==> src/scfg_pkg.sv <==
// constants and types shared by the system configuration register bank
package scfg_pkg;

  // ----------------------------------------------------------------
  // register byte offsets
  // ----------------------------------------------------------------
  localparam logic [7:0] OFS_REMAP    = 8'h00;
  localparam logic [7:0] OFS_PMC      = 8'h04;
  localparam logic [7:0] OFS_EXTI     = 8'h08;
  localparam logic [7:0] OFS_CMP      = 8'h20;
  localparam logic [7:0] OFS_IRQ_STAT = 8'h24;
  localparam logic [7:0] OFS_IRQ_MASK = 8'h28;

  // ----------------------------------------------------------------
  // field positions and widths
  // ----------------------------------------------------------------
  localparam int         ADC_DUTY_BIT = 16;
  localparam int         CMP_EN_BIT   = 0;
  localparam int         CMP_RDY_BIT  = 8;
  localparam int         IRQ_RDY_BIT  = 0;
  localparam int         IRQ_RSV_BIT  = 1;
  localparam int         IRQ_W        = 2;
  localparam int         SRC_W        = 4;
  localparam int         LINES        = 4;
  localparam int         EXTI_W       = SRC_W * LINES;

  // ----------------------------------------------------------------
  // reset values
  // ----------------------------------------------------------------
  localparam logic [31:0] PMC_RST      = 32'h0000_0000;
  localparam logic [15:0] EXTI_RST     = 16'h0000;
  localparam logic [IRQ_W-1:0] IRQ_RST = 2'h0;

  // ----------------------------------------------------------------
  // encodings
  // ----------------------------------------------------------------
  typedef enum logic [1:0] {
    MAP_MAIN_FLASH = 2'h0,
    MAP_SYS_FLASH  = 2'h1,
    MAP_RESERVED   = 2'h2,
    MAP_SRAM       = 2'h3
  } scfg_map_t;

  localparam logic [3:0] SRC_PORT_A = 4'h0;
  localparam logic [3:0] SRC_PORT_B = 4'h1;
  localparam logic [3:0] SRC_PORT_C = 4'h2;
  localparam logic [3:0] SRC_PORT_H = 4'h7;

  // ----------------------------------------------------------------
  // timing
  // ----------------------------------------------------------------
  localparam int CLK_PERIOD_NS   = 20;
  localparam int COMP_SETTLE_NS  = 1000;
  localparam int COMP_SETTLE_CYC =
    (COMP_SETTLE_NS + CLK_PERIOD_NS - 1) / CLK_PERIOD_NS;

  // boot pins to the mapping that appears at address zero
  function automatic scfg_map_t boot_to_map(input logic primary_boot_pin,
                                            input logic boot1);
    if (!primary_boot_pin) begin
      return MAP_MAIN_FLASH;
    end else if (!boot1) begin
      return MAP_SYS_FLASH;
    end else begin
      return MAP_SRAM;
    end
  endfunction

  // true for a source code that names no port
  function automatic logic src_reserved(input logic [3:0] code);
    return !(code == SRC_PORT_A || code == SRC_PORT_B ||
             code == SRC_PORT_C || code == SRC_PORT_H);
  endfunction

endpackage

==> src/scfg_comp_cell.sv <==
// compensation cell enable sequencing and ready flag
`timescale 1ns/1ns
module scfg_comp_cell (
  input  wire logic mclk_i,
  input  wire logic sys_rst_i,
  input  wire logic enable_i,
  output logic      ready_o
);
  import scfg_pkg::*;

  typedef enum logic [1:0] {CELL_OFF, CELL_SETTLE, CELL_READY} scfg_cell_t;

  scfg_cell_t state;
  logic [7:0] settle_cnt;

  // the cell stays powered down until software enables it
  always_ff @(posedge mclk_i) begin
    if (sys_rst_i) begin
      state      <= CELL_OFF;
      settle_cnt <= 8'h00;
    end else begin
      case (state)
        CELL_OFF: begin
          settle_cnt <= 8'h00;
          if (enable_i) begin
            state <= CELL_SETTLE;
          end
        end
        CELL_SETTLE: begin
          settle_cnt <= settle_cnt + 8'h01;
          if (!enable_i) begin
            state <= CELL_OFF;
          end else if (settle_cnt == 8'(COMP_SETTLE_CYC - 1)) begin
            state <= CELL_READY;
          end
        end
        CELL_READY: begin
          if (!enable_i) begin
            state <= CELL_OFF;
          end
        end
        default: begin
          state <= CELL_OFF;
        end
      endcase
    end
  end

  assign ready_o = (state == CELL_READY);
endmodule

==> src/scfg_exti_mux.sv <==
// routes gpio pins onto external interrupt lines 0 to 3
`timescale 1ns/1ns
module scfg_exti_mux (
  input  wire logic                        mclk_i,
  input  wire logic                        sys_rst_i,
  input  wire logic [scfg_pkg::EXTI_W-1:0] select_i,
  input  wire logic [3:0]                  port_a_pins_i,
  input  wire logic [3:0]                  port_b_pins_i,
  input  wire logic [3:0]                  port_c_pins_i,
  input  wire logic [3:0]                  port_h_pins_i,
  output logic      [3:0]                  irq_line_o
);
  import scfg_pkg::*;

  logic [15:0] pin_meta;
  logic [15:0] pin_sync;

  // pins are asynchronous to mclk_i
  always_ff @(posedge mclk_i) begin
    if (sys_rst_i) begin
      pin_meta <= 16'h0000;
      pin_sync <= 16'h0000;
    end else begin
      pin_meta <= {port_h_pins_i, port_c_pins_i,
                   port_b_pins_i, port_a_pins_i};
      pin_sync <= pin_meta;
    end
  end

  function automatic logic pick(input logic [3:0] code,
                                input logic [15:0] pins,
                                input int n);
    case (code)
      SRC_PORT_A: return pins[n];
      SRC_PORT_B: return pins[4 + n];
      SRC_PORT_C: return pins[8 + n];
      SRC_PORT_H: return pins[12 + n];
      default:    return 1'b0;
    endcase
  endfunction

  // a reserved code leaves its line quiet rather than guessing a port
  always_ff @(posedge mclk_i) begin
    if (sys_rst_i) begin
      irq_line_o <= 4'h0;
    end else begin
      for (int n = 0; n < LINES; n++) begin
        irq_line_o[n] <= pick(select_i[SRC_W*n +: SRC_W],
                              pin_sync, n);
      end
    end
  end
endmodule

==> src/scfg_top.sv <==
// system configuration register bank: remap, adc mode, irq source select
//
// Operation
// compensation cell off until software enables it
// software enables cell at fast output speeds
// ready flag set once enabled cell settles
// two-bit remap field selects memory at zero
// remap field loads from boot pins at reset
// main flash boot reads remap as zero
// 00 main, 01 system, 11 sram, 10 reserved
// remap is read-write and drives mapping directly
// remapped memory is reached over code bus; code_bus_route_o is set for system flash and sram only, not main flash
// software sets adc mode bit only when fast
// adc mode bit not set with supply bit; the bit is stored as written and adc_supply_mode_bit_i is not used
// four 4-bit source fields in bits 15:0
// 0000 A, 0001 B, 0010 C, 0111 H
// software keeps remap upper bits at zero
// field n in bits 4n+3:4n selects line n
`timescale 1ns/1ns
module scfg_top (
  input  wire logic                        mclk_i,
  input  wire logic                        sys_rst_i,
  input  wire logic                        psel_i,
  input  wire logic                        penable_i,
  input  wire logic                        pwrite_i,
  input  wire logic [7:0]                  paddr_i,
  input  wire logic [31:0]                 pwdata_i,
  output logic                             pready_o,
  output logic      [31:0]                 prdata_o,
  output logic                             pslverr_o,
  input  wire logic                        primary_boot_pin_i,
  input  wire logic                        secondary_boot_pin_i,
  input  wire logic                        adc_supply_mode_bit_i,
  input  wire logic [3:0]                  port_a_pins_i,
  input  wire logic [3:0]                  port_b_pins_i,
  input  wire logic [3:0]                  port_c_pins_i,
  input  wire logic [3:0]                  port_h_pins_i,
  output logic      [1:0]                  mem_map_o,
  output logic                             map_main_flash_o,
  output logic                             map_sys_flash_o,
  output logic                             map_sram_o,
  output logic                             code_bus_route_o,
  output logic                             adc_duty_mode_bit_o,
  output logic                             comp_cell_enable_o,
  output logic      [3:0]                  irq_line_o,
  output logic                             irq_o
);
  import scfg_pkg::*;

  // ----------------------------------------------------------------
  // state
  // ----------------------------------------------------------------
  scfg_map_t         mem_mode;
  logic              adc_duty;
  logic [EXTI_W-1:0] exti_sel;
  logic              cmp_en;
  logic              cmp_ready;
  logic              cmp_ready_d;
  logic [IRQ_W-1:0]  irq_stat;
  logic [IRQ_W-1:0]  irq_mask;
  logic [1:0]        boot_meta;
  logic [1:0]        boot_sync;

  logic              acc_wr;
  logic              setup_rd;
  logic              addr_ok;
  logic              wr_remap;
  logic              wr_pmc;
  logic              wr_exti;
  logic              wr_cmp;
  logic              wr_stat;
  logic              wr_mask;
  logic [IRQ_W-1:0]  irq_event;
  logic              rsv_written;

  // ----------------------------------------------------------------
  // boot pin synchroniser
  // ----------------------------------------------------------------
  // pins keep being sampled during reset so the load below sees them
  always_ff @(posedge mclk_i) begin
    boot_meta <= {secondary_boot_pin_i, primary_boot_pin_i};
    boot_sync <= boot_meta;
  end

  // ----------------------------------------------------------------
  // apb decode
  // ----------------------------------------------------------------
  function automatic logic known_offset(input logic [7:0] a);
    return (a == OFS_REMAP) || (a == OFS_PMC) || (a == OFS_EXTI) ||
           (a == OFS_CMP) || (a == OFS_IRQ_STAT) || (a == OFS_IRQ_MASK);
  endfunction

  assign addr_ok  = known_offset(paddr_i);
  assign acc_wr   = psel_i && penable_i && pwrite_i && addr_ok;
  assign setup_rd = psel_i && !penable_i && !pwrite_i;
  assign wr_remap = acc_wr && (paddr_i == OFS_REMAP);
  assign wr_pmc   = acc_wr && (paddr_i == OFS_PMC);
  assign wr_exti  = acc_wr && (paddr_i == OFS_EXTI);
  assign wr_cmp   = acc_wr && (paddr_i == OFS_CMP);
  assign wr_stat  = acc_wr && (paddr_i == OFS_IRQ_STAT);
  assign wr_mask  = acc_wr && (paddr_i == OFS_IRQ_MASK);

  // zero wait states: every access completes in its first access cycle
  assign pready_o  = 1'b1;
  assign pslverr_o = psel_i && penable_i && !addr_ok;

  // ----------------------------------------------------------------
  // memory remap register
  // ----------------------------------------------------------------
  // sync reset, so the load may take the synchronised pin level;
  // reset must be held at least three edges for the pins to settle
  always_ff @(posedge mclk_i) begin
    if (sys_rst_i) begin
      mem_mode <= boot_to_map(boot_sync[0], boot_sync[1]);
    end else if (wr_remap) begin
      mem_mode <= scfg_map_t'(pwdata_i[1:0]);
    end
  end

  assign mem_map_o        = mem_mode;
  assign map_main_flash_o = (mem_mode == MAP_MAIN_FLASH);
  assign map_sys_flash_o  = (mem_mode == MAP_SYS_FLASH);
  assign map_sram_o       = (mem_mode == MAP_SRAM);
  // system flash and sram mappings are fetched over the code bus; main flash and the reserved code are not
  assign code_bus_route_o = map_sys_flash_o || map_sram_o;

  // ----------------------------------------------------------------
  // peripheral mode register
  // ----------------------------------------------------------------
  // clock and supply preconditions are software's to keep; the bit is
  // stored as written so firmware can read back what it asked for
  always_ff @(posedge mclk_i) begin
    if (sys_rst_i) begin
      adc_duty <= PMC_RST[ADC_DUTY_BIT];
    end else if (wr_pmc) begin
      adc_duty <= pwdata_i[ADC_DUTY_BIT];
    end
  end

  assign adc_duty_mode_bit_o = adc_duty;

  // ----------------------------------------------------------------
  // interrupt source select register
  // ----------------------------------------------------------------
  always_ff @(posedge mclk_i) begin
    if (sys_rst_i) begin
      exti_sel <= EXTI_RST;
    end else if (wr_exti) begin
      exti_sel <= pwdata_i[EXTI_W-1:0];
    end
  end

  scfg_exti_mux u_exti_mux (
    .mclk_i        (mclk_i),
    .sys_rst_i     (sys_rst_i),
    .select_i      (exti_sel),
    .port_a_pins_i (port_a_pins_i),
    .port_b_pins_i (port_b_pins_i),
    .port_c_pins_i (port_c_pins_i),
    .port_h_pins_i (port_h_pins_i),
    .irq_line_o    (irq_line_o)
  );

  // ----------------------------------------------------------------
  // compensation cell control
  // ----------------------------------------------------------------
  always_ff @(posedge mclk_i) begin
    if (sys_rst_i) begin
      cmp_en <= 1'b0;
    end else if (wr_cmp) begin
      cmp_en <= pwdata_i[CMP_EN_BIT];
    end
  end

  assign comp_cell_enable_o = cmp_en;

  scfg_comp_cell u_comp_cell (
    .mclk_i    (mclk_i),
    .sys_rst_i (sys_rst_i),
    .enable_i  (cmp_en),
    .ready_o   (cmp_ready)
  );

  // ----------------------------------------------------------------
  // interrupt status and mask
  // ----------------------------------------------------------------
  function automatic logic any_rsv_src(input logic [EXTI_W-1:0] v);
    logic r;
    r = 1'b0;
    for (int n = 0; n < LINES; n++) begin
      r = r | src_reserved(v[SRC_W*n +: SRC_W]);
    end
    return r;
  endfunction

  always_ff @(posedge mclk_i) begin
    if (sys_rst_i) begin
      cmp_ready_d <= 1'b0;
    end else begin
      cmp_ready_d <= cmp_ready;
    end
  end

  assign rsv_written =
    (wr_remap && (pwdata_i[1:0] == MAP_RESERVED)) ||
    (wr_exti && any_rsv_src(pwdata_i[EXTI_W-1:0]));

  assign irq_event[IRQ_RDY_BIT] = cmp_ready && !cmp_ready_d;
  assign irq_event[IRQ_RSV_BIT] = rsv_written;

  // a new event outranks a write-one clear in the same cycle
  always_ff @(posedge mclk_i) begin
    if (sys_rst_i) begin
      irq_stat <= IRQ_RST;
    end else if (wr_stat) begin
      irq_stat <= (irq_stat & ~pwdata_i[IRQ_W-1:0]) | irq_event;
    end else begin
      irq_stat <= irq_stat | irq_event;
    end
  end

  always_ff @(posedge mclk_i) begin
    if (sys_rst_i) begin
      irq_mask <= IRQ_RST;
    end else if (wr_mask) begin
      irq_mask <= pwdata_i[IRQ_W-1:0];
    end
  end

  assign irq_o = |(irq_stat & irq_mask);

  // ----------------------------------------------------------------
  // read data
  // ----------------------------------------------------------------
  // captured in the setup cycle so it is a flop in the access cycle
  always_ff @(posedge mclk_i) begin
    if (sys_rst_i) begin
      prdata_o <= 32'h0000_0000;
    end else if (setup_rd) begin
      prdata_o <= 32'h0000_0000;
      case (paddr_i)
        OFS_REMAP:    prdata_o[1:0] <= mem_mode;
        OFS_PMC:      prdata_o[ADC_DUTY_BIT] <= adc_duty;
        OFS_EXTI:     prdata_o[EXTI_W-1:0] <= exti_sel;
        OFS_CMP: begin
          prdata_o[CMP_EN_BIT]  <= cmp_en;
          prdata_o[CMP_RDY_BIT] <= cmp_ready;
        end
        OFS_IRQ_STAT: prdata_o[IRQ_W-1:0] <= irq_stat;
        OFS_IRQ_MASK: prdata_o[IRQ_W-1:0] <= irq_mask;
        default:      prdata_o <= 32'h0000_0000;
      endcase
    end
  end

  // ----------------------------------------------------------------
  // assertions
  // ----------------------------------------------------------------
  localparam int RDY_MAX = COMP_SETTLE_CYC + 2;
endmodule

==> config.mk <==
export PLATFORM = sky130hd
export DESIGN_NAME = scfg_top
export DESIGN_NICKNAME = d
export VERILOG_FILES = /design/src/scfg_pkg.sv /design/src/scfg_comp_cell.sv /design/src/scfg_exti_mux.sv /design/src/scfg_top.sv
export SDC_FILE = /design/constraint.sdc
export NUM_CORES = 1
export LEC_CHECK = 0
export BUFFER_PORTS_ARGS = -buffer_cell sky130_fd_sc_hd__buf_4
export CAP_MARGIN = 0
export CORE_ASPECT_RATIO = 0.6
export CORE_MARGIN = 2
export CORE_UTILIZATION = 46
export CTS_CLUSTER_SIZE = 25
export DETAILED_ROUTE_END_ITERATION = 6
export HOLD_SLACK_MARGIN = 0.08
export PLACE_DENSITY = 0.83
export SYNTH_ARGS = -nofsm -noshare
export SYNTH_HDL_FRONTEND = slang
export SYNTH_SLANG_ARGS = --single-unit
export TNS_END_PERCENT = 100
==> constraint.sdc <==
create_clock -name mclk_i -period 1.93 [get_ports mclk_i]
set_input_delay 0.386 -clock mclk_i [delete_from_list [all_inputs] [get_ports mclk_i]]
set_output_delay 0.386 -clock mclk_i [all_outputs]
set_load 0.01 [all_outputs]
### Yosys cells after proc, flatten, opt, wreduce, memory -nomap -nowiden

Cells that the tools add are included.

| word-level totals | value |
|---|---|
| output and inout bits | 47 |
| logic and storage cells | 140 |
| register bits | 92 |
| input bits | 64 |

| cells by class | value |
|---|---|
| multiplexer cells | 21 |
| equal/unequal tests | 38 |
| $add $sub $neg | 1 |
| reductions and logical operators | 57 |
| bitwise logic cells | 8 |

Operators with widths:

| kind | count |
|---|---|
| 4-bit by 1-bit equality test with 1-bit output (second input constant) | 8 |
| 4-bit by 2-bit equality test with 1-bit output (second input constant) | 8 |
| 4-bit by 3-bit equality test with 1-bit output (second input constant) | 8 |
| 8-bit by 6-bit equality test with 1-bit output (second input constant) | 4 |
| 4-bit logical NOT | 8 |
| 1-bit case mux with 4 select lines | 5 |
| 1-bit logical OR | 19 |
| 2-bit two-way mux | 9 |
| 8-bit case mux with 2 select lines | 1 |
| 1-bit logical AND | 15 |
| 8-bit by 1-bit adder with 8-bit output (second input constant) | 1 |
| 8-bit by 3-bit equality test with 1-bit output (second input constant) | 1 |
| 8-bit by 4-bit equality test with 1-bit output (second input constant) | 1 |
| 1-bit logical NOT | 8 |
| 8-bit logical NOT | 1 |
| 7-bit two-way mux | 1 |
| 2-bit equality test (second input constant) | 3 |
| 6-bit two-way mux | 1 |
| 2-bit case mux with 3 select lines | 1 |
| 1-bit case mux with 5 select lines | 1 |
| 2-bit AND | 2 |
| 2-bit by 1-bit equality test with 1-bit output (second input constant) | 2 |
| 2-bit logical NOT | 2 |
| 2-bit inequality test (second input constant) | 2 |
| 9 further kinds | 13 |

### Depth between registers and ports, before layout

| logic depth | value |
|---|---|
| depth in word-level cells | 12 |
| mapped depth | 6 |
| depth with buffers taken out | 6 |

### By module

Synthesis repeated with hierarchy kept, for this count alone.

| second synthesis, totals | value |
|---|---|
| cell total of the unflattened synthesis | 376 |
| area, all modules | 3737.3 µm² |

Modules (own cells, without submodules):

| module | cells each | times used | sequential area each (µm²) | area an instance (µm²) |
|---|---|---|---|---|
| scfg_top | 222 | 1 | 940.9 | 2082.0 |
| scfg_exti_mux | 104 | 1 | 720.7 | 1157.4 |
| scfg_comp_cell | 50 | 1 | 200.2 | 498.0 |

### Worst setup path before layout

No wires, ideal clock.

| timing | value |
|---|---|
| path kind | input-to-reg |
| start point | in paddr_i[1] |
| end point | reg prdata_o[8] |
| stages | 5 |
| setup slack | -14 ps |
| setup time | 71 ps |
| arrival time | 1873 ps |
| path buffers | 1 |
| data required time | 1859 ps |
| cells stage by stage | or4_4 buf_6 or2_1 or4_1 a21oi_1 |

| between the ends | value |
|---|---|
| longest elaborated chain between the ends | 2 |
| elaborated cells on any way between the ends | 3 |
| classes of those cells | 2 x eq/ne; 1 x mux |

Ends and longest elaborated chain:

| what | RTL line | source |
|---|---|---|
| from (decl) | scfg_top.sv:26 | `input wire logic [7:0] paddr_i,` |
| 8-bit by 6-bit equality test with 1-bit output or 8-bit by 4-bit equality test with 1-bit output (tied branches) | scfg_top.sv:241 | `case (paddr_i)` |
| 1-bit case mux with 2 select lines * | scfg_top.sv:241 |  |
| to (signal, indexed assignment) | scfg_top.sv:243 | `OFS_PMC: prdata_o[ADC_DUTY_BIT] <= adc_duty;` |
| to (signal, indexed assignment) | scfg_top.sv:244 | `OFS_EXTI: prdata_o[EXTI_W-1:0] <= exti_sel;` |
| to (signal, indexed assignment) | scfg_top.sv:246 | `prdata_o[CMP_EN_BIT] <= cmp_en;` |
| to (decl) | scfg_top.sv:29 | `output logic [31:0] prdata_o,` |

Every way passes the cells marked *; elsewhere a longest branch is shown, timed or not.
A chain may end at the register's enable or synchronous reset.

### Worst setup path after layout

| timing | value |
|---|---|
| start point | in paddr_i[1] |
| end point | out pslverr_o |

| between the ends | value |
|---|---|
| longest elaborated chain between the ends | 8 |
| elaborated cells on any way between the ends | 13 |
| classes of those cells | 5 x eq/ne; 8 x reduce/logical |

Ends and longest elaborated chain:

| what | RTL line | source |
|---|---|---|
| 8-bit by 3-bit equality test with 1-bit output or 8-bit logical NOT (tied branches) | scfg_top.sv:89 | `return (a == OFS_REMAP) \|\| (a == OFS_PMC) \|\| (a == OFS_EXTI) \|\|` |
| 1-bit logical OR (3 in a row) | scfg_top.sv:89 |  |
| 1-bit logical OR | scfg_top.sv:90 | `(a == OFS_CMP) \|\| (a == OFS_IRQ_STAT) \|\| (a == OFS_IRQ_MASK);` |
| 1-bit logical OR * | scfg_top.sv:90 |  |
| 1-bit logical NOT * | scfg_top.sv:105 | `assign pslverr_o = psel_i && penable_i && !addr_ok;` |
| 1-bit logical AND * | scfg_top.sv:105 |  |
| to (decl) | scfg_top.sv:30 | `output logic pslverr_o,` |

Marks and branches as above.

==> parameters.txt <==
Parameter                              Value

Logic synthesis
  Post-Syn Area per Cell    about 9.5 µm²
  Seq cells post-synth    approximately 90
  Cell type with the highest aggregate area in the netlist    dfxtp_1
  Yosys top cell area share    between 40% and 50%
  Largest cells by area after synthesis    dfxtp_1 49%, nor2b_1 5.8%, mux2i_1 5.8%
  Sequential fraction of the synthesis area    just over 50%
  Fraction of synthesis flops using an asynchronous set or reset pin    0%
  Cell count after synthesis    roughly 380
  Number of unique standard cell types used by synthesis    49
  Predominant post-synthesis flop cell    dfxtp_1
  Warnings from Yosys    0
  Number of enable-type register cells in the synthesized netlist    2
  Synth Cell Area    3643 µm²

Power
  Switching component of the power    between 0.9 and 1 mW
  Power consumption    between 3 and 4 mW
  Fraction of power consumed by the clock network    43.4%
  Leakage power    roughly 1.8 nW
  Proportion of power drawn by flip-flops and latches    between 50% and 60%
  Peak ir drop on the vdd network    between 0.4 and 0.5 mV
  Logic gate share of total power    under 10%
  Internal power contribution    roughly 3.0 mW
  Total power per unit cell area    842.3 nW/µm²
  Switching share of power    about a quarter

Worst setup path
  Sequence of cells on the critical path    buf_6 > or4_4 > or2_4 > a21oi_2 > nor2_1 > buf_4
  Max stage delay on crit path    ~0.54 ns
  Largest fanout of any net on the critical path    2
  Worst path slowest cell    or4_4
  Buffer and inverter count on the worst path    2
  Data required time of the worst path    1.54 ns
  Type of the setup path with the least slack    in -> out
  Startpoint of the worst-slack reg-to-reg timing path    u_comp_cell.state[0]
  Type of destination of the critical path    primary output
  Crit path DAT    1.59 ns
  Startpoint types    input port
  Critical path origin    paddr_i[1]
  Kind of cell adding the most delay to the critical path    simple AND/OR/NAND/NOR gates

Clock tree
  Clock Tree Buf Depth    2
  Root buffer cell    clkbuf_16
  TritonCTS clock tree    done
  Sinks on the clock net    between 90 and 100
  H-tree depth    3
  Clock-pin slew of the registers on the worst-case setup and hold paths    0.07 ns
  Inserted Clock Buffers    9
  Clock Latency Late Sink    0.34 ns

STA
  Layout Skew    roughly 0.0066 ns
  Worst-case setup margin in the final layout    -0.04840 ns
  Setup repair after global routing missed its margin    yes
  Final worst path period share    102.5%
  Pin slew with the least headroom to its limit    approximately 0.54 ns
  Max Transition Viols Final    0
  Final period demand of the worst path    slightly below 2 ns
  Post-route worst hold slack    about 0.15 ns
  Final hold vios    0
  Highest achievable clock rate    505.5 MHz
  Setup-failing EPs final    1
  Worst relative slew slack    63.70%

Die
  Die extent in y    ~73 µm
  Die area    approximately 8700 µm²
  DIE WIDTH    around 120 µm
  Initial core utilization    46.78%
  Site row count    25
  Count of pins on the block boundary    around 110
  Total core area    around 7800 µm²

Place
  Gp weighted congestion    0.8855
  DP Area    4319 µm²
  HPWL after DPL    approximately 5700 µm
  Place WS    -0.1462 ns
  Port bufs    just under 80
  Placed cell count    between 500 and 600

Min path
  Worst min path class    in -> reg
  Startpoint of the tightest hold check path    primary_boot_pin_i

Detailed routing
  Number of search-and-repair iterations in the first detailed-routing pass    4
  Per-cell via count in the routed design    between 4 and 5
  Detailed-route via count    2884
  Iteration-0 DRC count of the detailed router    between 100 and 150
  Number of nets with antenna violations after detailed routing    0
  DRC    0
  Total Wirelength    roughly 7900 µm
  WL/cell    13.63 µm

Global route
  Wire length of the first global-routing pass    roughly 13000 µm
  Combined global-route utilization of all metal layers    18.87%
  Largest net degree at the start of global routing    between 50 and 60
  GRT Residual Overflow    0
  Antenna violations before repair    0
  Vias in the first global route    approximately 2600

Job
  Max_cap viols    0

Finish
  Layout Area Growth over Synthesis    27.34%
  Layout net count    532
  Area taken by multi-input logic gates    1603 µm²
  Register area    between 1500 and 2000 µm²
  Design area    4639 µm²
  Fill cell instance count of the final layout    between 600 and 700
  Fraction of final layout cells sized beyond drive strength 1    around 25%
  Diode insertion count for antenna repair    0
  Layout Cells excl Fill    just under 600

Status
  Violated checks    setup timing
  Status    complete, but fails checks
-- layer usage --
| metal | wire, µm | share of wire [%] | global-route usage (%) |
|---|---|---|---|
| met2 | 3642 | 46 | 29.31 |
| met5 | 0 | 0 | 0 |
| met1 | 3563 | 45 | 25.51 |
| met4 | 80 | 1.0 | 5.556 |
| met3 | 602 | 7.6 | 5.938 |
-- registers in the layout (all words and copies together) (netlist names), 2 cells and up --
register / flops
irq_stat: 2
u_comp_cell.state: 2
u_exti_mux.irq_line_o: 4
u_exti_mux.pin_sync: 16
prdata_o: 17
exti_sel: 16
boot_sync: 2
u_comp_cell.settle_cnt: 8
mem_map_o: 2
boot_meta: 2
irq_mask: 2
u_exti_mux.pin_meta: 16
-- power groups by stage --
| stage | clock network [mW] | logic [mW] | registers, mW |
|---|---|---|---|
| after global placement | 0 | 0.244 | 2.00 |
| after floorplan | 0 | 0.141 | 2.00 |
| after detailed placement | 0 | 0.250 | 2.00 |
| after global routing | 1.81 | 0.281 | 1.96 |
| final | 1.70 | 0.256 | 1.96 |
| after CTS | 1.73 | 0.255 | 1.96 |
-- synth_stat cells, drive strengths merged, types with 4 or more instances --
master / instances
nand2: 22
o21ai: 9
a21oi: 19
dfxtp: 90
nor2: 50
or3b: 4
nor3b: 4
mux2i: 21
inv: 8
clkbuf: 16
nand3: 6
a22oi: 13
buf: 19
nor2b: 34
xnor2: 5
nor3: 6
nand2b: 7
nor4: 11
-- cells in the final DEF (no fill, tap or decap), drive strengths merged, types with 2 or more instances in the layout --
cell type and instances:
buf 93, dfxtp 90, nor2 50, nor2b 34
nand2 22, mux2i 21, a21oi 19, conb 16
inv 14, a22oi 13, nor4 11, o21ai 9
clkbuf 9, nand2b 7, nand3 6, nor3 6
xnor2 5, or3b 4, nor3b 4, or3 3
nand4b 3, a211oi 3, o21bai 2, nand3b 2
xor2 2, ha 2, edfxtp 2, or4 2
-- stage by stage --
step | TNS, ns | utilization [%]
2_1_floorplan | 0 | -
3_3_place_gp | -0.2236 | 55.45
3_5_place_dp | -0.4959 | 55.45
4_1_cts | -0.06776 | 59.52
5_1_grt | -0.06687 | 59.57
6_report | -0.04840 | 59.57
-- what timing repair did --
| action | CTS | global route |
|---|---|---|
| pin swaps | 3 | 3 |
| endpoints found under the setup margin | 1 | 1 |
| hold buffers | 0 | 0 |
| setup buffers | 2 | 0 |
| gates resized for setup | 4 | 1 |
| cloned | 0 | 0 |
-- cells by family after synthesis --
kind of cell,after synthesis,share of synthesized area [%]
adder cells (fa/ha/maj),2,0.6867
AND/OR/NAND/NOR,162,24.28
other,2,0.2061
buffers and inverters,43,6.525
multiplexers,22,6.387
AO/OA/AOI/OAI,53,9.135
XOR/XNOR,7,1.683
flip-flops,92,51.10
-- path summary, 6_finish.rpt --
path | endpoint | slack (ns) | cells after the start
max | pslverr_o | -0.05 | 6
min | boot_meta[0] | 0.15 | 1
max reg2reg | prdata_o[8] | 0.56 | 4
min reg2reg | boot_sync[1] | 0.33 | 0
-- layout make-up --
cell class | count | share of cell area, %
multi-input combinational | 262 | 34.55
sequential | 92 | 40.13
clock buffer | 9 | 4.854
clock inverter | 7 | 1.348
timing repair buffer | 93 | 15.56
tap | 108 | 2.913
inverter | 8 | 0.6472
Note: power is estimated with default switching activity, not from simulation.
